==> src/inc/mc_regs_map.svh <==
`ifndef MC_REGS_MAP_SVH
`define MC_REGS_MAP_SVH

// Register addresses (byte-wide locations)
`define ADR_PREV_CAPTURE   4'h0
`define ADR_CURR_CAPTURE   4'h1
`define ADR_NEXT_COMP      4'h2
`define ADR_DEMAG_VALUE    4'h3
`define ADR_DELAY_WEIGHT   4'h4
`define ADR_PRESCALE_SMP   4'h5
`define ADR_IRQ_MASK       4'h6
`define ADR_IRQ_FLAGS      4'h7
`define ADR_MAIN_CONTROL   4'h8
`define ADR_CONTROL_B      4'h9

// Reset value of every register
`define REG_RESET          8'h00

// Flag / mask bit positions
`define BIT_PWM_UPD        7
`define BIT_SPEED_ERR      6
`define BIT_RATIO_INC      6
`define BIT_RATIO_DEC      5
`define BIT_RATIO_MASK     5
`define BIT_CURLIMIT       4
`define BIT_ESTOP          3
`define BIT_ZCROSS         2
`define BIT_DEMAG_END      1
`define BIT_COMMUTATION    0

// Main control bits
`define BIT_OUTPUT_EN      7
`define BIT_CLK_EN         6
`define BIT_SENSOR_MODE    5
`define BIT_VOLT_CURR      3
`define BIT_AUTOSWITCH     2
`define BIT_MULT_SRC       0

// Control B bits
`define BIT_HW_DEMAG       5
`define BIT_SIM_DEMAG      4

// Special status write value forcing an update event
`define RESYNC_VALUE       8'hFF

// Speed sensor select value meaning "no speed sensor"
`define SPEED_SENSOR_OFF   2'h0

// Nibble bounds of the prescaler field
`define PRESC_MAX          4'hF
`define PRESC_MIN          4'h0

`endif

==> src/inc/mc_regs_pkg.sv <==
package mc_regs_pkg;

  typedef struct packed {
    logic [3:0] addr;
    logic [7:0] wdata;
    logic       wr;
    logic       rd;
  } bus_req_type;

  typedef struct packed {
    logic zcross;
    logic commutation;
    logic hw_demag;
    logic sim_demag_end;
    logic estop;
    logic curlimit;
    logic pwm_preload_done;
    logic speed_capture;
  } mc_events_type;

  typedef enum logic [1:0] {
    MODE_SWITCHED,
    MODE_AUTOSWITCHED,
    MODE_SPEED
  } mc_mode_type;

endpackage

==> src/verilog/mc_capture_irq_regs.sv <==
`timescale 1ns/1ps
`default_nettype none
`include "mc_regs_map.svh"
// Summary of operation
// - Captures hold previous/latest zero-crossing, or step-timer low/high bytes in speed mode.
// - Speed mode: reading current capture blocks captures until previous capture is read.
// - Next-commutation compare register holds the 8-bit next commutation value.
// - Demag register is simulated-demag compare and takes hardware demag capture.
// - Speed mode: demag value matching step timer raises speed error.
// - Autoswitched: each zero-crossing loads compare with weight times capture over 256.
// - Upper prescaler nibble selects current-mode sampling ratio.
// - Lower nibble is step prescaler; ratio-increase increments, ratio-decrease decrements.
// - Mask bits 7..0 enable PWM update down to commutation interrupts.
// - Current limitation interrupt only in voltage mode on current limit reached.
// - Demag-end interrupt needs mask bit and hardware or simulated demag enabled.
// - PWM update flag set when compare preloads are copied to active registers.
// - Ratio bits are pending flags in autoswitched and speed sensor modes.
// - Switched mode: ratio bits adjust prescaler and shift timers at next commutation.
// - Writing FFh to status resets PWM counter, transfers preloads, sets update flag.
// - Autoswitched: flags set by hardware only; writing 1 has no effect.
// - Output enable low puts phase outputs to reset state; high drives them.
// - Outputs off, sensorless, PWM-rate sampling: keep bit decides zero-cross sampling.
// - Clock enable low stops delay manager, sampling and PWM clocks; no events.
// - Register writes work while peripheral clocks are disabled.
// - Multiplier source picks previous capture at 0, current capture at 1.
// - Setting clock enable transfers preloads; clearing holds PWM counter at zero.
// - Autoswitch select chooses switched mode at 0, autoswitched at 1.
module mc_capture_irq_regs (
  // Clock and reset
  input  wire logic                      CLK_SYS_I,
  input  wire logic                      RSTN_I,
  // Register port
  input  wire mc_regs_pkg::bus_req_type  BUS_I,
  output logic                     [7:0] RDATA_O,
  // Motor core events and data
  input  wire mc_regs_pkg::mc_events_type EVT_I,
  input  wire logic                [7:0] ZCAP_VALUE_I,
  input  wire logic                [7:0] DEMAG_CAP_I,
  input  wire logic               [15:0] STEP_TIMER_I,
  input  wire logic                [1:0] SPEED_SENSOR_SEL_I,
  input  wire logic                      PWM_RATE_SAMPLING_I,
  input  wire logic                      Z_SAMPLING_KEEP_I,
  // Controls toward motor core
  output logic                           PERIPH_CLK_EN_O,
  output logic                           PWM_CNT_RESET_O,
  output logic                           PRELOAD_XFER_O,
  output logic                           PHASE_DRIVE_EN_O,
  output logic                           Z_SAMPLING_RUN_O,
  output logic                           TIMER_SHIFT_RIGHT_O,
  output logic                           TIMER_SHIFT_LEFT_O,
  output logic                     [3:0] CURR_MODE_SMP_RATIO_O,
  output logic                     [3:0] COMMUT_PRESCALER_O,
  output logic                     [7:0] NEXT_COMMUTATION_O,
  output logic                     [7:0] IRQ_LINES_O
);
  import mc_regs_pkg::*;

  // ********************************************************************
  // Registers and decode
  // ********************************************************************
  logic [7:0]  prev_capture_r;
  logic [7:0]  curr_capture_r;
  logic [7:0]  next_commutation_compare_r;
  logic [7:0]  demag_value_r;
  logic [7:0]  delay_weight_r;
  logic [7:0]  prescale_and_sampling_r;
  logic [7:0]  irq_enable_mask_r;
  logic [7:0]  irq_pending_flags_r;
  logic [7:0]  main_control_r;
  logic [7:0]  control_b_r;
  logic        speed_capture_lock_r;
  logic        clk_en_d_r;
  logic [7:0]  flags_nxt;
  logic [7:0]  set_vec;
  logic [15:0] product;
  logic [7:0]  mult_src;
  logic        clk_en;
  logic        speed_mode;
  mc_mode_type mode;

  function automatic logic wr_hit(input bus_req_type b, input logic [3:0] a);
    wr_hit = b.wr && (b.addr == a);
  endfunction

  function automatic logic rd_hit(input bus_req_type b, input logic [3:0] a);
    rd_hit = b.rd && (b.addr == a);
  endfunction

  assign clk_en     = main_control_r[`BIT_CLK_EN];
  assign speed_mode = (SPEED_SENSOR_SEL_I != `SPEED_SENSOR_OFF);

  assign mode = speed_mode ? MODE_SPEED
              : main_control_r[`BIT_AUTOSWITCH] ? MODE_AUTOSWITCHED
                                                : MODE_SWITCHED;

  // Multiplicand choice for the commutation delay
  assign mult_src = main_control_r[`BIT_MULT_SRC] ? curr_capture_r
                                                  : prev_capture_r;
  assign product  = delay_weight_r * mult_src;

  // ********************************************************************
  // Capture registers
  // ********************************************************************
  always_ff @(posedge CLK_SYS_I or negedge RSTN_I) begin
    if (!RSTN_I) begin
      prev_capture_r <= `REG_RESET;
      curr_capture_r <= `REG_RESET;
    end else if (clk_en && mode == MODE_SPEED && EVT_I.speed_capture
                 && !speed_capture_lock_r) begin
      prev_capture_r <= STEP_TIMER_I[7:0];
      curr_capture_r <= STEP_TIMER_I[15:8];
    end else if (clk_en && mode != MODE_SPEED && EVT_I.zcross) begin
      prev_capture_r <= curr_capture_r;
      curr_capture_r <= ZCAP_VALUE_I;
    end else begin
      if (wr_hit(BUS_I, `ADR_PREV_CAPTURE)) begin
        prev_capture_r <= BUS_I.wdata;
      end
      if (wr_hit(BUS_I, `ADR_CURR_CAPTURE)) begin
        curr_capture_r <= BUS_I.wdata;
      end
    end
  end

  // High-byte read locks the pair so software sees a coherent 16-bit value
  always_ff @(posedge CLK_SYS_I or negedge RSTN_I) begin
    if (!RSTN_I) begin
      speed_capture_lock_r <= 1'b0;
    end else if (mode != MODE_SPEED) begin
      speed_capture_lock_r <= 1'b0;
    end else if (rd_hit(BUS_I, `ADR_PREV_CAPTURE)) begin
      speed_capture_lock_r <= 1'b0;
    end else if (rd_hit(BUS_I, `ADR_CURR_CAPTURE)) begin
      speed_capture_lock_r <= 1'b1;
    end
  end

  // ********************************************************************
  // Compare and demag registers
  // ********************************************************************
  always_ff @(posedge CLK_SYS_I or negedge RSTN_I) begin
    if (!RSTN_I) begin
      next_commutation_compare_r <= `REG_RESET;
    end else if (clk_en && mode == MODE_AUTOSWITCHED && EVT_I.zcross) begin
      next_commutation_compare_r <= product[15:8];
    end else if (wr_hit(BUS_I, `ADR_NEXT_COMP)) begin
      next_commutation_compare_r <= BUS_I.wdata;
    end
  end

  always_ff @(posedge CLK_SYS_I or negedge RSTN_I) begin
    if (!RSTN_I) begin
      demag_value_r <= `REG_RESET;
    end else if (clk_en && mode != MODE_SPEED && EVT_I.hw_demag
                 && control_b_r[`BIT_HW_DEMAG]) begin
      demag_value_r <= DEMAG_CAP_I;
    end else if (wr_hit(BUS_I, `ADR_DEMAG_VALUE)) begin
      demag_value_r <= BUS_I.wdata;
    end
  end

  // ********************************************************************
  // Prescaler and sampling
  // ********************************************************************
  logic ratio_inc_evt;
  logic ratio_dec_evt;

  // Switched mode: pending ratio bits act at the next commutation
  assign ratio_inc_evt = clk_en && mode == MODE_SWITCHED && EVT_I.commutation
                         && irq_pending_flags_r[`BIT_RATIO_INC]
                         && !irq_pending_flags_r[`BIT_RATIO_DEC];
  assign ratio_dec_evt = clk_en && mode == MODE_SWITCHED && EVT_I.commutation
                         && irq_pending_flags_r[`BIT_RATIO_DEC]
                         && !irq_pending_flags_r[`BIT_RATIO_INC];
  // Both bits set in switched mode act on neither; set them one at a time

  always_ff @(posedge CLK_SYS_I or negedge RSTN_I) begin
    if (!RSTN_I) begin
      prescale_and_sampling_r <= `REG_RESET;
    end else if (wr_hit(BUS_I, `ADR_PRESCALE_SMP)) begin
      prescale_and_sampling_r <= BUS_I.wdata;
    end else if (ratio_inc_evt
                 && prescale_and_sampling_r[3:0] != `PRESC_MAX) begin
      prescale_and_sampling_r[3:0] <= prescale_and_sampling_r[3:0] + 4'h1;
    end else if (ratio_dec_evt
                 && prescale_and_sampling_r[3:0] != `PRESC_MIN) begin
      prescale_and_sampling_r[3:0] <= prescale_and_sampling_r[3:0] - 4'h1;
    end
  end

  // ********************************************************************
  // Mask, control registers
  // ********************************************************************
  always_ff @(posedge CLK_SYS_I or negedge RSTN_I) begin
    if (!RSTN_I) begin
      delay_weight_r    <= `REG_RESET;
      irq_enable_mask_r <= `REG_RESET;
      main_control_r    <= `REG_RESET;
      control_b_r       <= `REG_RESET;
    end else begin
      if (wr_hit(BUS_I, `ADR_DELAY_WEIGHT)) begin
        delay_weight_r <= BUS_I.wdata;
      end
      if (wr_hit(BUS_I, `ADR_IRQ_MASK)) begin
        irq_enable_mask_r <= BUS_I.wdata;
      end
      if (wr_hit(BUS_I, `ADR_MAIN_CONTROL)) begin
        main_control_r <= BUS_I.wdata;
      end
      if (wr_hit(BUS_I, `ADR_CONTROL_B)) begin
        control_b_r <= BUS_I.wdata;
      end
    end
  end

  always_ff @(posedge CLK_SYS_I or negedge RSTN_I) begin
    if (!RSTN_I) begin
      clk_en_d_r <= 1'b0;
    end else begin
      clk_en_d_r <= clk_en;
    end
  end

  // ********************************************************************
  // Status flags
  // ********************************************************************
  logic resync_wr;
  logic clk_en_rise;

  assign resync_wr   = wr_hit(BUS_I, `ADR_IRQ_FLAGS)
                       && BUS_I.wdata == `RESYNC_VALUE;
  assign clk_en_rise = clk_en && !clk_en_d_r;

  always_comb begin
    set_vec = 8'h00;
    if (clk_en) begin
      set_vec[`BIT_PWM_UPD]     = EVT_I.pwm_preload_done;
      set_vec[`BIT_CURLIMIT]    = EVT_I.curlimit
                                  && !main_control_r[`BIT_VOLT_CURR];
      set_vec[`BIT_ESTOP]       = EVT_I.estop;
      set_vec[`BIT_ZCROSS]      = EVT_I.zcross;
      set_vec[`BIT_DEMAG_END]   = (EVT_I.hw_demag && control_b_r[`BIT_HW_DEMAG])
                                  || (EVT_I.sim_demag_end
                                      && control_b_r[`BIT_SIM_DEMAG]);
      set_vec[`BIT_COMMUTATION] = EVT_I.commutation;
    end
    if (resync_wr || clk_en_rise) begin
      set_vec[`BIT_PWM_UPD] = 1'b1;
    end
  end

  always_comb begin
    flags_nxt = irq_pending_flags_r;
    if (resync_wr) begin
      flags_nxt = irq_pending_flags_r; // Only the update flag reacts
    end else if (wr_hit(BUS_I, `ADR_IRQ_FLAGS)) begin
      if (mode == MODE_SWITCHED) begin
        // Ratio bits are software commands here; other flags clear-only
        flags_nxt = irq_pending_flags_r & BUS_I.wdata;
        flags_nxt[`BIT_RATIO_INC] = BUS_I.wdata[`BIT_RATIO_INC];
        flags_nxt[`BIT_RATIO_DEC] = BUS_I.wdata[`BIT_RATIO_DEC];
      end else begin
        // Ratio bits are plain flags here, with no hardware source yet
        flags_nxt = irq_pending_flags_r & BUS_I.wdata;
      end
    end else if (ratio_inc_evt || ratio_dec_evt) begin
      flags_nxt[`BIT_RATIO_INC] = 1'b0;
      flags_nxt[`BIT_RATIO_DEC] = 1'b0;
    end
    flags_nxt = flags_nxt | set_vec; // Set wins over clear
  end

  always_ff @(posedge CLK_SYS_I or negedge RSTN_I) begin
    if (!RSTN_I) begin
      irq_pending_flags_r <= `REG_RESET;
    end else begin
      irq_pending_flags_r <= flags_nxt;
    end
  end

  // ********************************************************************
  // Speed error and interrupt lines
  // ********************************************************************
  logic speed_err_r;

  always_ff @(posedge CLK_SYS_I or negedge RSTN_I) begin
    if (!RSTN_I) begin
      speed_err_r <= 1'b0;
    end else begin
      speed_err_r <= clk_en && mode == MODE_SPEED
                     && STEP_TIMER_I[15:8] == demag_value_r;
    end
  end

  logic [7:0] irq_src;
  always_comb begin
    irq_src = irq_pending_flags_r;
    irq_src[`BIT_SPEED_ERR] = speed_err_r;
    irq_src[`BIT_RATIO_MASK] = irq_pending_flags_r[`BIT_RATIO_INC]
                               | irq_pending_flags_r[`BIT_RATIO_DEC];
    if (mode == MODE_SWITCHED) begin
      irq_src[`BIT_RATIO_MASK] = 1'b0;
    end
    irq_src[`BIT_DEMAG_END] = irq_pending_flags_r[`BIT_DEMAG_END]
                              && (control_b_r[`BIT_HW_DEMAG]
                                  || control_b_r[`BIT_SIM_DEMAG]);
  end

  always_ff @(posedge CLK_SYS_I or negedge RSTN_I) begin
    if (!RSTN_I) begin
      IRQ_LINES_O <= `REG_RESET;
    end else begin
      IRQ_LINES_O <= irq_src & irq_enable_mask_r;
    end
  end

  // ********************************************************************
  // Core controls
  // ********************************************************************
  always_ff @(posedge CLK_SYS_I or negedge RSTN_I) begin
    if (!RSTN_I) begin
      PERIPH_CLK_EN_O       <= 1'b0;
      PWM_CNT_RESET_O       <= 1'b1;
      PRELOAD_XFER_O        <= 1'b0;
      PHASE_DRIVE_EN_O      <= 1'b0;
      Z_SAMPLING_RUN_O      <= 1'b0;
      TIMER_SHIFT_RIGHT_O   <= 1'b0;
      TIMER_SHIFT_LEFT_O    <= 1'b0;
      CURR_MODE_SMP_RATIO_O <= 4'h0;
      COMMUT_PRESCALER_O    <= 4'h0;
      NEXT_COMMUTATION_O    <= `REG_RESET;
    end else begin
      PERIPH_CLK_EN_O       <= clk_en;
      PWM_CNT_RESET_O       <= !clk_en || resync_wr;
      PRELOAD_XFER_O        <= resync_wr || clk_en_rise;
      PHASE_DRIVE_EN_O      <= main_control_r[`BIT_OUTPUT_EN];
      Z_SAMPLING_RUN_O      <= clk_en
                               && (main_control_r[`BIT_OUTPUT_EN]
                                   || main_control_r[`BIT_SENSOR_MODE]
                                   || !PWM_RATE_SAMPLING_I
                                   || Z_SAMPLING_KEEP_I);
      TIMER_SHIFT_RIGHT_O   <= ratio_inc_evt;
      TIMER_SHIFT_LEFT_O    <= ratio_dec_evt;
      CURR_MODE_SMP_RATIO_O <= prescale_and_sampling_r[7:4];
      COMMUT_PRESCALER_O    <= prescale_and_sampling_r[3:0];
      NEXT_COMMUTATION_O    <= next_commutation_compare_r;
    end
  end

  // ********************************************************************
  // Read path
  // ********************************************************************
  logic [7:0] rd_mux;
  always_comb begin
    rd_mux = 8'h00;
    if (BUS_I.addr == `ADR_PREV_CAPTURE) begin
      rd_mux = prev_capture_r;
    end else if (BUS_I.addr == `ADR_CURR_CAPTURE) begin
      rd_mux = curr_capture_r;
    end else if (BUS_I.addr == `ADR_NEXT_COMP) begin
      rd_mux = next_commutation_compare_r;
    end else if (BUS_I.addr == `ADR_DEMAG_VALUE) begin
      rd_mux = demag_value_r;
    end else if (BUS_I.addr == `ADR_DELAY_WEIGHT) begin
      rd_mux = delay_weight_r;
    end else if (BUS_I.addr == `ADR_PRESCALE_SMP) begin
      rd_mux = prescale_and_sampling_r;
    end else if (BUS_I.addr == `ADR_IRQ_MASK) begin
      rd_mux = irq_enable_mask_r;
    end else if (BUS_I.addr == `ADR_IRQ_FLAGS) begin
      rd_mux = irq_pending_flags_r;
    end else if (BUS_I.addr == `ADR_MAIN_CONTROL) begin
      rd_mux = main_control_r;
    end else if (BUS_I.addr == `ADR_CONTROL_B) begin
      rd_mux = control_b_r;
    end
  end

  always_ff @(posedge CLK_SYS_I or negedge RSTN_I) begin
    if (!RSTN_I) begin
      RDATA_O <= `REG_RESET;
    end else begin
      RDATA_O <= BUS_I.rd ? rd_mux : `REG_RESET;
    end
  end

endmodule
`default_nettype wire

==> config.mk <==
export PLATFORM = sky130hd
export DESIGN_NAME = mc_capture_irq_regs
export DESIGN_NICKNAME = d
export VERILOG_FILES = /design/src/inc/mc_regs_pkg.sv /design/src/verilog/mc_capture_irq_regs.sv
export VERILOG_INCLUDE_DIRS = /design/src /design/src/inc
export SDC_FILE = /design/constraint.sdc
export NUM_CORES = 1
export LEC_CHECK = 0
export BUFFER_PORTS_ARGS = -buffer_cell sky130_fd_sc_hd__buf_4
export CAP_MARGIN = 20
export CORE_MARGIN = 2
export CORE_UTILIZATION = 40
export DETAILED_ROUTE_END_ITERATION = 10
export PLACE_DENSITY = 0.6
export SLEW_MARGIN = 40
export SYNTH_ARGS = -nofsm -noshare
export SYNTH_HDL_FRONTEND = slang
export SYNTH_SLANG_ARGS = --single-unit
==> constraint.sdc <==
create_clock -name CLK_SYS_I -period 9.4 [get_ports CLK_SYS_I]
set_input_delay 0.47 -clock CLK_SYS_I [delete_from_list [all_inputs] [get_ports CLK_SYS_I]]
set_output_delay 0.47 -clock CLK_SYS_I [all_outputs]
set_load 0.01 [all_outputs]
# Yosys cells after proc, flatten, opt, wreduce, memory -nomap -nowiden
# Index checks and enable logic that the tools add are counted.
# totals
wordCells	149
out_inout_bits	39
n_memories	0
ram_bits	0
ff_bits	121
latchBits	0
mem_bits_ro	0
# classes
muxes	40
bitwise	4
eq_ne	15
multipliers	1
add_sub_neg	2
reduce_logical	62
n_div	0
shift	0
order_cmp	0
# op_table
cell	count
$mux W8	23
$logic_and A1 B1 Y1	37
$and A8 B8 Y8	2
$eq A4 B3 Y1 const B	4
$mul A8 B8 Y16	1
$mux W4	3
$reduce_bool A3 Y1	4
$mux W5	2
$eq A4 B2 Y1 const B	2
$eq A4 B4 Y1 const B	2
$eq A8 B8 Y1	1
$eq A8 B8 Y1 const B	1
$logic_or A1 B1 Y1	8
$mux W1	8
$or A8 B8 Y8	1
$logic_not A1 Y1	7
$mux W7	1
$mux W2	3
$reduce_bool A2 Y1	3
$add A4 B1 Y4 const B	1
$eq A4 B1 Y1 const B	1
$logic_not A4 Y1	1
$ne A4 B4 Y1 const B	1
$reduce_bool A4 Y1	1
other kinds (6)	6

# Depth between registers and ports, before layout
# Gate-level depths: netlist of run 1.
# depth
word_depth	12
mapped_depth	17
depth_no_buf	16

# Least setup slack after synthesis of run 1
# OpenSTA, ideal clock, no wires.
# synth_timing
kind	flip-flop to flip-flop
from	register main_control_r[0]
to	register next_commutation_compare_r[7]
n_path_buf	1
path_slack_ns	4.897
path_stages_with_launch	16
synth_period_minus_slack_ns	4.503
arrival_time_ns	4.372
setup_time_ns	0.131
path_cell_list	dfrtp_1 buf_6 mux2i_1 nor2b_1 fa_1 fa_1 fa_1 inv_1 fa_1 inv_1 ha_1 and3_1 or2_2 a221oi_1 and3_1 nor3_1
# synth_via
elab_chain_cells	3
# synth_lines
element	line_no	text
start: declaration	mc_capture_irq_regs.sv:69	logic [7:0] main_control_r;
start signal: assignment	mc_capture_irq_regs.sv:198	main_control_r <= `REG_RESET;
start signal: assignment	mc_capture_irq_regs.sv:208	main_control_r <= BUS_I.wdata;
$mux W8	mc_capture_irq_regs.sv:97	assign mult_src = main_control_r[`BIT_MULT_SRC] ? curr_capture_r
$mul A8 B8 Y16	mc_capture_irq_regs.sv:99	assign product = delay_weight_r * mult_src;
$mux W8	mc_capture_irq_regs.sv:144	end else if (clk_en && mode == MODE_AUTOSWITCHED && EVT_I.zcross) begin
end signal: assignment	mc_capture_irq_regs.sv:143	next_commutation_compare_r <= `REG_RESET;
end signal: assignment	mc_capture_irq_regs.sv:145	next_commutation_compare_r <= product[15:8];
end signal: assignment	mc_capture_irq_regs.sv:147	next_commutation_compare_r <= BUS_I.wdata;
end: declaration	mc_capture_irq_regs.sv:63	logic [7:0] next_commutation_compare_r;
# No other way between the ends.
# A chain may end at the register's enable or synchronous reset.

# Worst setup path after layout of run 1
# Same ends and word-level chain as after synthesis.

==> results of run 1 <==
-- metrics by stage --
| step | hold slack [ps] | std cells | instance area (um^2) | total power, W |
|---|---|---|---|---|
| final | 78.9 | 1157 | 9640 | 0.00267 |
| after global routing | 129 | 1157 | 9640 | 0.00288 |
| after CTS | 108 | 1157 | 9640 | 0.00268 |
| after detailed placement | 423 | 1125 | 9070 | 0.00204 |
| after global placement | 432 | 1125 | 9050 | 0.00203 |
| after floorplan | 174 | 793 | 8140 | 0.00164 |
-- per-layer routing --
metal | wire length [um] | GRT usage [%] | vias up
li1 | - | - | 2989
met1 | 11100 | 33.1 | 3142
met2 | 10200 | 33.0 | 239
met3 | 1590 | 4.06 | 38
met4 | 649 | 7.96 | 0
met5 | 0 | 0 | -
-- state kept, by name, summed over array words and instances, names as in the netlist, 4 cells and up --
name                        cells
COMMUT_PRESCALER_O              4
delay_weight_r                  8
prev_capture_r                  8
control_b_r                     8
CURR_MODE_SMP_RATIO_O           4
RDATA_O                         8
NEXT_COMMUTATION_O              8
curr_capture_r                  8
prescale_and_sampling_r         8
main_control_r                  8
demag_value_r                   8
next_commutation_compare_r      8
irq_enable_mask_r               8
irq_pending_flags_r             8
IRQ_LINES_O                     8
-- worst register-to-register path, stage by stage, from the launching register on --
cell and delay [ps]:
dfrtp_1 670, mux2i_1 620, nor2b_1 150, fa_1 530, fa_1 500, fa_1 510, inv_1 50, fa_1 480
inv_1 40, ha_1 350, and3_1 230, or2_2 310, a221oi_1 300, and3_1 210, nor3_1 50
-- cell type report --
class / count / area [um^2]
Clock buffer: 19 / 443
Inverter: 45 / 169
Fill cell: 1922 / 10500
Timing Repair Buffer: 100 / 754
Multi-Input combinational cell: 589 / 4790
Tap cell: 270 / 338
Clock inverter: 13 / 118
Sequential cell: 121 / 3030
-- worst max path at each step --
stage / startpoint / to
floorplan: main_control_r[0] / next_commutation_compare_r[7]
global placement: main_control_r[0] / next_commutation_compare_r[7]
detailed placement: main_control_r[0] / next_commutation_compare_r[7]
CTS: main_control_r[0] / next_commutation_compare_r[7]
global route: main_control_r[0] / next_commutation_compare_r[7]
finish: main_control_r[0] / next_commutation_compare_r[7]
-- cells by family (layout without fill, tap and decap cells) --
| family | after synthesis | after routing |
|---|---|---|
| adders and majority gates | 71 | 71 |
| muxes | 79 | 79 |
| and+or+nand+nor | 243 | 243 |
| xor gates and xnor gates | 15 | 15 |
| DFF | 121 | 121 |
| AOI/OAI and AO/OA | 181 | 181 |
| buffers and inverters | 83 | 177 |
-- where the power goes --
group,total (W),switching (W),internal [W],leakage [nW]
Combinational,0.00119,0.000654,0.000539,2.70
Clock,0.000627,0.000255,0.000372,0.263
Sequential,0.000852,0.000187,0.000665,1.48
-- placed cells by master, fill, tap and decap left out, types with 6 or more instances in the layout --
| master | n |
|---|---|
| o22ai_1 | 10 |
| and2b_2 | 7 |
| dfrtp_1 | 120 |
| o21a_1 | 6 |
| o21ai_0 | 26 |
| a21oi_1 | 48 |
| mux2_2 | 38 |
| a2bb2oi_1 | 14 |
| a21o_1 | 7 |
| nand2_1 | 62 |
| and3_1 | 8 |
| mux2i_1 | 36 |
| o221ai_1 | 8 |
| nor2_1 | 48 |
| a222oi_1 | 7 |
| and2_1 | 22 |
| buf_4 | 99 |
| ha_1 | 35 |
| inv_1 | 43 |
| clkbuf_16 | 17 |
| xnor2_1 | 6 |
| nor2b_1 | 31 |
| nor4_1 | 7 |
| xor2_1 | 9 |
| fa_1 | 36 |
| nand3_1 | 12 |
| nand2b_1 | 8 |
| o21ai_1 | 12 |
==> out/qor.yml, run 1 <==
outcome:
  run_status: "complete, no violations"
setup_path:
  end_kind: "register"
  crit_chain: "mux2i_1, nor2b_1, fa_1, fa_1, fa_1, inv_1, fa_1, inv_1, ha_1, and3_1, or2_2, a221oi_1, and3_1, nor3_1"
  worst-path-buf-inv: 2
  reg2reg_to: "next_commutation_compare_r[7]"
  critPathMaxFanout: 10
  path_delay_family: "adder cells"
  crit_slowest_cell: "dfrtp_1"
  rr_startpoint: "main_control_r[0]"
  rrSetupSlack_ps: 4260
  worstSetupStartpointType: "register"
  crit_required_ps: 9680
  cpMostUsedCell: "fa_1"
  reg2regPathDepth: 14
  worstPathArrival_ps: 5430
  path_depth: 14
  path_class: "reg2reg"
  cpPeakStageDelay_ps: 670
worst_hold_path:
  min_path_type: "in2async"
place:
  place_hpwl_um: 17400
  pre_cts_ws_ps: 4280
  port_buffers: 98
  routabilityCongestion: 0.915
layout:
  finalCoreUtilization_pct: 48.0
  area_growth_pct: 18.5
  drive_gt1_share_pct: 23.1
  antennaDiodeCount: 0
  finalNetCount: 1005
floorplanning:
  rows: 52
  die_area_mm2: 0.0215
  ios: 99
  core-area_mm2: 0.0201
  die_w_um: 147
  start_util_pct: 40.5
  die_h_um: 147
timing:
  hold_viol: 0
  rsz0062_at_grt: "false"
  slew_headroom_pct: 46.4
  clock.fmax_mhz: 194
  setup_viol: 0
  finalWorstSetupSlack_ps: 4260
  finClkSkew_ps: 18.1
  final.setup.tns_ps: 0
  slew_viol_final: 0
  finalCriticalPeriod_ps: 5140
  finalCritPeriodShare_pct: 54.7
  tightest_slew_ps: 801
synthesis:
  synth_top_family_by_area: "simple AND/OR/NAND/NOR gates"
  synth.area.top_cells: "dfrtp_1 37%, fa_1 8.9%, ha_1 5.4%, mux2_2 5.3%, mux2i_1 4.4%"
  synth_top_area_share_pct: 36.9
  yosys.area_share.adder_pct: 14.2
  syn_area_per_cell_um2: 10.3
  syn_nets: 924
  synthXorXnorAreaFrac_pct: 1.61
  ys_ff_latch: 121
  yosys.area_share.simple_pct: 16.6
  muxShareOfSynthArea_pct: 10.7
  ys_seq_area_share_pct: 37.2
  synth_common_cells: "120 x dfrtp_1, 62 x nand2_1, 48 x a21oi_1, 48 x nor2_1, 43 x inv_1"
  synth.largest_area_cell: "dfrtp_1"
  async_flop_share_pct: 100
  synth_edf_count: 0
  synth_compound_area_share_pct: 15.4
  syn-cell-area_mm2: 0.00814
  postSynthCellCount: 793
  synthDistinctLibCells: 78
  synth.yosys.warnings: 0
  synth-main-ff-cell: "dfrtp_1"
  synth.most_common_cell: "dfrtp_1"
grt:
  antenna_found_initial: 0
  grt_max_degree: 73
  gr-usage-all-layers_pct: 22.4
  grt_pass1_wl_um: 36700
  grt_pass1_vias: 6234
  grt-ovfl-total: 0
clock_tree:
  post_cts_buffers: 0
  clock-sinks: 121
  hold_buffers: 0
  cts_resized: 0
  htree_levels: 4
  clk_pin_slew_worst_paths_ps: 60
  cts.path.max_buffers: 2
  cts_buffers: 17
  clkLatencyLatePin_ps: 430
  cts_root_buffer: "clkbuf_16"
  cts_tree: "yes"
route:
  ant_nets: 0
  drc: 0
  first_iter_violations: 427
  via_per_inst: 5.54
  vias: 6408
  routed_wl_um: 23500
  firstDrtPassIters: 8
  drt-wirelength-per-cell_um: 20.3
flow_run:
  cap_violations: 0
power:
  p_leak_nw: 4.45
  ir_drop_v: 0.000143
  p_per_area_mw_per_mm2: 277
Power figures use the tool's default switching activity.
==> run 2, diff against run 1 <==
Settings changed: PLACE_DENSITY 0.6 to 0.63.
Clock period 9.4 ns to 4.3 ns, I/O delays scaled along.
==> run 2 against run 1 <==
Net effect:
- largest cell class unchanged
- power rose to 2.5 times the previous value
- sequential cell count did not move
- critical path type unchanged
- routed wire length rose by 1.0%
- the flow now finishes with violations (negative setup slack)
- clock power rose by 130%
- worst setup slack got worse by 4300 ps
- sequential share of layout area fell by 2.1 points
- via count rose by 4.1%
- fmax rose by 18%
- combinational power rose to 2.9 times the previous value
==> out/qor.yml, run 2 (synthesized netlist as in run 1, its figures left out) <==
outcome:
  run_status: "finished, violations left"  # was complete, no violations
  failed_checks: "negative setup slack"
grt:
  antenna_found_initial: 0  # unchanged
  grt-ovfl-total: 0  # unchanged
  gr-usage-all-layers_pct: 22.9  # was 22.4%
  grt_pass1_wl_um: 37500  # was 36700 um
  grt_pass1_vias: 6509  # was 6234
  grt_max_degree: 52  # was 73
setup_path:
  path_depth: 17  # was 14
  critPathMaxFanout: 6  # was 10
  reg2regPathDepth: 17  # was 14
  cpMostUsedCell: "fa_1"  # unchanged
  worstPathArrival_ps: 4660  # was 5430 ps
  worstSetupStartpointType: "register"  # unchanged
  path_class: "reg2reg"  # unchanged
  worst-path-buf-inv: 5  # was 2
  crit_chain: "buf_6, buf_6, mux2i_4, buf_6, nor2b_4, fa_1, fa_1, fa_1, inv_1, fa_1, inv_2, ha_4, and3_4, or2_4, a221oi_4, and3_1, nor3_1"  # was mux2i_1, nor2b_1, fa_1, fa_1, fa_1, inv_1, fa_1, inv_1, ha_1, and3_1, or2_2, a221oi_1, and3_1, nor3_1
  cpPeakStageDelay_ps: 510  # was 670 ps
  crit_required_ps: 4590  # was 9680 ps
  path_delay_family: "adder cells"  # unchanged
  crit_slowest_cell: "fa_1"  # was dfrtp_1
  end_kind: "register"  # unchanged
floorplanning:
  die_w_um: 147  # unchanged
  core-area_mm2: 0.0201  # unchanged
  start_util_pct: 40.5  # unchanged
  die_area_mm2: 0.0215  # unchanged
  rows: 52  # unchanged
  die_h_um: 147  # unchanged
  ios: 99  # unchanged
power:
  fin_total_pwr_w: 0.00672  # was 0.00267 W
  ir_drop_v: 0.000494  # was 0.000143 V
  p_per_area_mw_per_mm2: 650  # was 277 mW/mm^2
  p_leak_nw: 4.78  # was 4.45 nW
place:
  place_hpwl_um: 17900  # was 17400 um
  place_area_mm2: 0.00951  # was 0.00907 mm^2
  port_buffers: 98  # unchanged
  pre_cts_ws_ps: -156  # was 4280 ps
  routabilityCongestion: 0.939  # was 0.915
route:
  ant_nets: 0  # unchanged
  first_iter_violations: 590  # was 427
  vias: 6673  # was 6408
  firstDrtPassIters: 6  # was 8
  via_per_inst: 5.49  # was 5.54
  drt-wirelength-per-cell_um: 19.5  # was 20.3 um
  drc: 0  # unchanged
  routed_wl_um: 23800  # was 23500 um
worst_hold_path:
  whs_path_depth: 3
  min_path_type: "in2reg"  # was in2async
timing:
  finClkSkew_ps: 12.6  # was 18.1 ps
  finalWorstSetupSlack_ps: -62.5  # was 4260 ps
  rsz0062_at_grt: "true"  # was false
  finalCritPeriodShare_pct: 101  # was 54.7%
  tightest_slew_ps: 822  # was 801 ps
  clock.fmax_mhz: 229  # was 194 MHz
  setup_viol: 5  # was 0
  finalCriticalPeriod_ps: 4360  # was 5140 ps
  slew_headroom_pct: 45.0  # was 46.4%
  slew_viol_final: 0  # unchanged
  hold_viol: 0  # unchanged
layout:
  final_cell_mix: "153 x buf_4, 119 x dfrtp_1, 62 x nand2_1"  # was 120 x dfrtp_1, 99 x buf_4, 62 x nand2_1
  stdcell_area_mm2: 0.0103  # was 0.00964 mm^2
  area_growth_pct: 27.1  # was 18.5%
  drive_gt1_share_pct: 31.3  # was 23.1%
  layout_commonest_cell: "buf_4"  # was dfrtp_1
  finalNetCount: 1064  # was 1005
  antennaDiodeCount: 0  # unchanged
clock_tree:
  clk_pin_slew_worst_paths_ps: 60  # about the same
  clkLatencyLatePin_ps: 420  # was 430 ps
  cts.path.max_buffers: 2  # unchanged
  htree_levels: 4  # unchanged
  cts_root_buffer: "clkbuf_16"  # unchanged
  cts_tree: "yes"  # unchanged
  clock-sinks: 121  # unchanged
  cts_buffers: 17  # unchanged
flow_run:
  cap_violations: 0  # unchanged
-- run 2: stage by stage --
stage               hold WS [ps]  setup TNS (ps)  std cells  utilization [%]
floorplan                  -80.6               0        793                -
global placement             286            -541       1177             47.2
detailed placement           288            -785       1177             47.3
CTS                         4.38            -340       1216             51.1
global route                6.26           -1150       1216             51.5
finish                      15.7            -182       1216             51.5
-- run 2: per-layer routing --
| metal | part of all wire [%] | wire (um) | GRT usage [%] |
|---|---|---|---|
| met5 | 0 | 0 | 0 |
| met4 | 2.4 | 565 | 7.48 |
| met3 | 7.6 | 1800 | 4.66 |
| met2 | 44 | 10400 | 34.0 |
| met1 | 46 | 11000 | 33.4 |
-- run 2: area by class of cell --
class / count / area (um^2)
well taps: 270 / 338
clock buffers: 19 / 453
repair buffers: 159 / 1210
inverters: 45 / 169
flip-flops and latches: 121 / 3030
clock inverters: 13 / 136
multi-input cells: 589 / 5000
fillers: 1827 / 9760
-- run 2: final timing paths --
path | from | endpoint | slack [ps]
setup / recovery | main_control_r[0] | next_commutation_compare_r[7] | -60
hold / removal | EVT_I[7] | irq_pending_flags_r[2] | 20
setup reg to reg | main_control_r[0] | next_commutation_compare_r[7] | -60
hold reg to reg | prescale_and_sampling_r[4] | CURR_MODE_SMP_RATIO_O[0] | 420
max in group asynchronous | RSTN_I | NEXT_COMMUTATION_O[0] | 2960
min in group asynchronous | RSTN_I | PHASE_DRIVE_EN_O | 360
-- run 2: worst reg2reg max path, delay by kind of cell, from the launching register on --
family,cells,cell delay (ps)
buffers and inverters,5,500
AO/OA/AOI/OAI,1,230
flip-flops,1,420
AND/OR/NAND/NOR,5,770
adder cells (fa/ha/maj),5,2140
multiplexers,1,190
-- run 2: report_power, final --
part	internal [W]	switching [W]	total, W
Clock	0.000841	0.000574	0.00142
Sequential	0.00145	0.000355	0.00181
Combinational	0.00177	0.00172	0.00350
-- run 2: what timing repair did --
item | 4_1_cts | 5_1_grt
buffers inserted | 5 | 0
gates cloned | 0 | 0
endpoints found under the setup margin | 8 | 8
gates resized for setup | 23 | 15
hold buffers | 2 | 0
endpoints found under the hold margin | 49 | 0
pin swaps | 24 | 17
==> run 3, diff against run 2 <==
Settings changed: SETUP_SLACK_MARGIN set to 0.15.
==> run 3 against run 2 <==
Net effect:
- the run still ends with negative setup slack left
- die area unchanged
- utilization increased by 0.56 points
- via count about the same
- worst setup slack got worse by 37 ps
==> out/qor.yml, run 3 (synthesized netlist as in run 1, its figures left out) <==
layout:
  antennaDiodeCount: 0  # unchanged
  final_cell_mix: "155 x buf_4, 120 x dfrtp_1, 62 x nand2_1"  # was 153 x buf_4, 119 x dfrtp_1, 62 x nand2_1
  finalNetCount: 1070  # was 1064
  final-seq-area_mm2: 0.00303  # about the same
  layout_commonest_cell: "buf_4"  # unchanged
  drive_gt1_share_pct: 31.8  # was 31.3%
  fill_cells: 1832  # was 1827
  area_growth_pct: 28.5  # was 27.1%
  stdcell_area_mm2: 0.0105  # was 0.0103 mm^2
  finalNonFillerCells: 1221  # was 1216
  multi_input_area_mm2: 0.00504  # was 0.00500 mm^2
route:
  vias: 6668  # was 6673
  routed_wl_um: 24100  # was 23800 um
  first_iter_violations: 528  # was 590
  via_per_inst: 5.46  # was 5.49
  firstDrtPassIters: 7  # was 6
  drc: 0  # unchanged
  drt-wirelength-per-cell_um: 19.7  # was 19.5 um
  ant_nets: 0  # unchanged
setup_path:
  crit_chain: "buf_12, mux2i_4, buf_6, nor2b_4, fa_2, fa_1, ha_1, inv_2, fa_1, inv_2, ha_4, nand3b_1, buf_4, nor4_4, buf_6, o211ai_4, a2111oi_4, nor3_1"  # was buf_6, buf_6, mux2i_4, buf_6, nor2b_4, fa_1, fa_1, fa_1, inv_1, fa_1, inv_2, ha_4, and3_4, or2_4, a221oi_4, and3_1, nor3_1
  cpPeakStageDelay_ps: 480  # was 510 ps
  worstSetupStartpointType: "register"  # unchanged
  end_kind: "register"  # unchanged
  crit_required_ps: 4590  # about the same
  worstPathArrival_ps: 4690  # was 4660 ps
  rrSetupSlack_ps: -100  # was -60 ps
  path_class: "reg2reg"  # unchanged
  crit_slowest_cell: "fa_1"  # unchanged
  critPathMaxFanout: 7  # was 6
grt:
  grt_max_degree: 50  # was 52
  antenna_found_initial: 1  # was 0
  grt_pass1_vias: 6655  # was 6509
  grt-ovfl-total: 0  # unchanged
  grt_pass1_wl_um: 37800  # was 37500 um
  gr-usage-all-layers_pct: 22.8  # was 22.9%
place:
  place_area_mm2: 0.00960  # was 0.00951 mm^2
  pre_cts_ws_ps: -119  # was -156 ps
  port_buffers: 98  # unchanged
  place_hpwl_um: 18000  # was 17900 um
  dp_cells: 1178  # was 1177
  routabilityCongestion: 0.924  # was 0.939
timing:
  clock.fmax_mhz: 227  # was 229 MHz
  finalCritPeriodShare_pct: 102  # was 101%
  finalCriticalPeriod_ps: 4400  # was 4360 ps
  slew_viol_final: 0  # unchanged
  hold_viol: 0  # unchanged
  finClkSkew_ps: 11.6  # was 12.6 ps
  slew_headroom_pct: 41.0  # was 45.0%
  setup_viol: 5  # unchanged
  rsz0062_at_grt: "true"  # unchanged
  tightest_slew_ps: 882  # was 822 ps
  finalWorstSetupSlack_ps: -99.0  # was -62.5 ps
  final.setup.tns_ps: -311  # was -182 ps
clock_tree:
  clkLatencyLatePin_ps: 420  # about the same
  cts_buffers: 17  # unchanged
  clk_pin_slew_worst_paths_ps: 60  # about the same
  cts.path.max_buffers: 2  # unchanged
  cts_tree: "yes"  # unchanged
  clock-sinks: 121  # unchanged
  htree_levels: 4  # unchanged
  cts_root_buffer: "clkbuf_16"  # unchanged
power:
  p_per_area_mw_per_mm2: 666  # was 650 mW/mm^2
  p_leak_nw: 4.83  # was 4.78 nW
  ir_drop_v: 0.000464  # was 0.000494 V
  fin_total_pwr_w: 0.00696  # was 0.00672 W
worst_hold_path:
  min_path_type: "in2reg"  # unchanged
flow_run:
  cap_violations: 0  # unchanged
outcome:
  failed_checks: "negative setup slack"  # unchanged
  run_status: "finished, violations left"  # unchanged
floorplanning:
  rows: 52  # unchanged
  core-area_mm2: 0.0201  # unchanged
  die_w_um: 147  # unchanged
  start_util_pct: 40.5  # unchanged
  die_area_mm2: 0.0215  # unchanged
  ios: 99  # unchanged
  die_h_um: 147  # unchanged
[run 3: cell types whose count changed in the layout (fill, tap and decap cells not counted), sizes merged]
cell,delta
clkinv,+4
inv,-4
clkinvlp,-2
buf,+6
bufinv,+2
clkbuf,-1
[run 3: timing repair]
item,4_1_cts,5_1_grt
pin swaps,24,18
setup buffers,5,5
hold buffers,2,0
resized for setup,15,21
endpoints found under the hold margin,39,0
setup endpoints to repair,8,8
[run 3: cell type report]
cell class                      instances  area share (%)
Clock inverter                         13            1.65
Timing Repair Buffer                  165            12.3
Inverter                               45            1.62
Multi-Input combinational cell        589            48.2
Sequential cell                       121            29.0
Tap cell                              270            3.23
Clock buffer                           18            4.10
[run 3: path summary, 6_finish.rpt]
check	endpoint	cells past startpoint	startpoint
hold reg to reg	NEXT_COMMUTATION_O[4]	0	next_commutation_compare_r[4]
setup reg to reg	next_commutation_compare_r[7]	18	main_control_r[0]
hold / removal	irq_pending_flags_r[2]	3	EVT_I[7]
min in group asynchronous	PHASE_DRIVE_EN_O	2	RSTN_I
max in group asynchronous	NEXT_COMMUTATION_O[5]	3	RSTN_I
setup / recovery	next_commutation_compare_r[7]	18	main_control_r[0]
[run 3: per-stage QoR]
stage	hold WS, ps	util (%)
floorplan	-80.6	-
global placement	227	47.6
detailed placement	225	47.7
CTS	0.914	51.4
global route	12.1	52.0
finish	10.0	52.0
[run 3: worst max-delay path: cells and delay by family, from the launching register on]
family / cells / cell delay, ps
buffers and inverters: 6 / 730
multiplexers: 1 / 330
AND/OR/NAND/NOR: 4 / 530
flip-flops: 1 / 380
adder cells (fa/ha/maj): 5 / 1880
AO/OA/AOI/OAI: 2 / 410
[run 3: report_power, final]
part	leakage [nW]	internal, W	switching, W
clock	0.290	0.000913	0.000531
sequential	1.48	0.00145	0.000344
combinational	3.05	0.00189	0.00183
total	4.83	0.00426	0.00270
[run 3: per-layer routing]
metal,routed length [um],track usage [%]
met2,10700,34.6
met4,397,6.02
met3,1710,3.94
met5,0,0
met1,11200,33.9
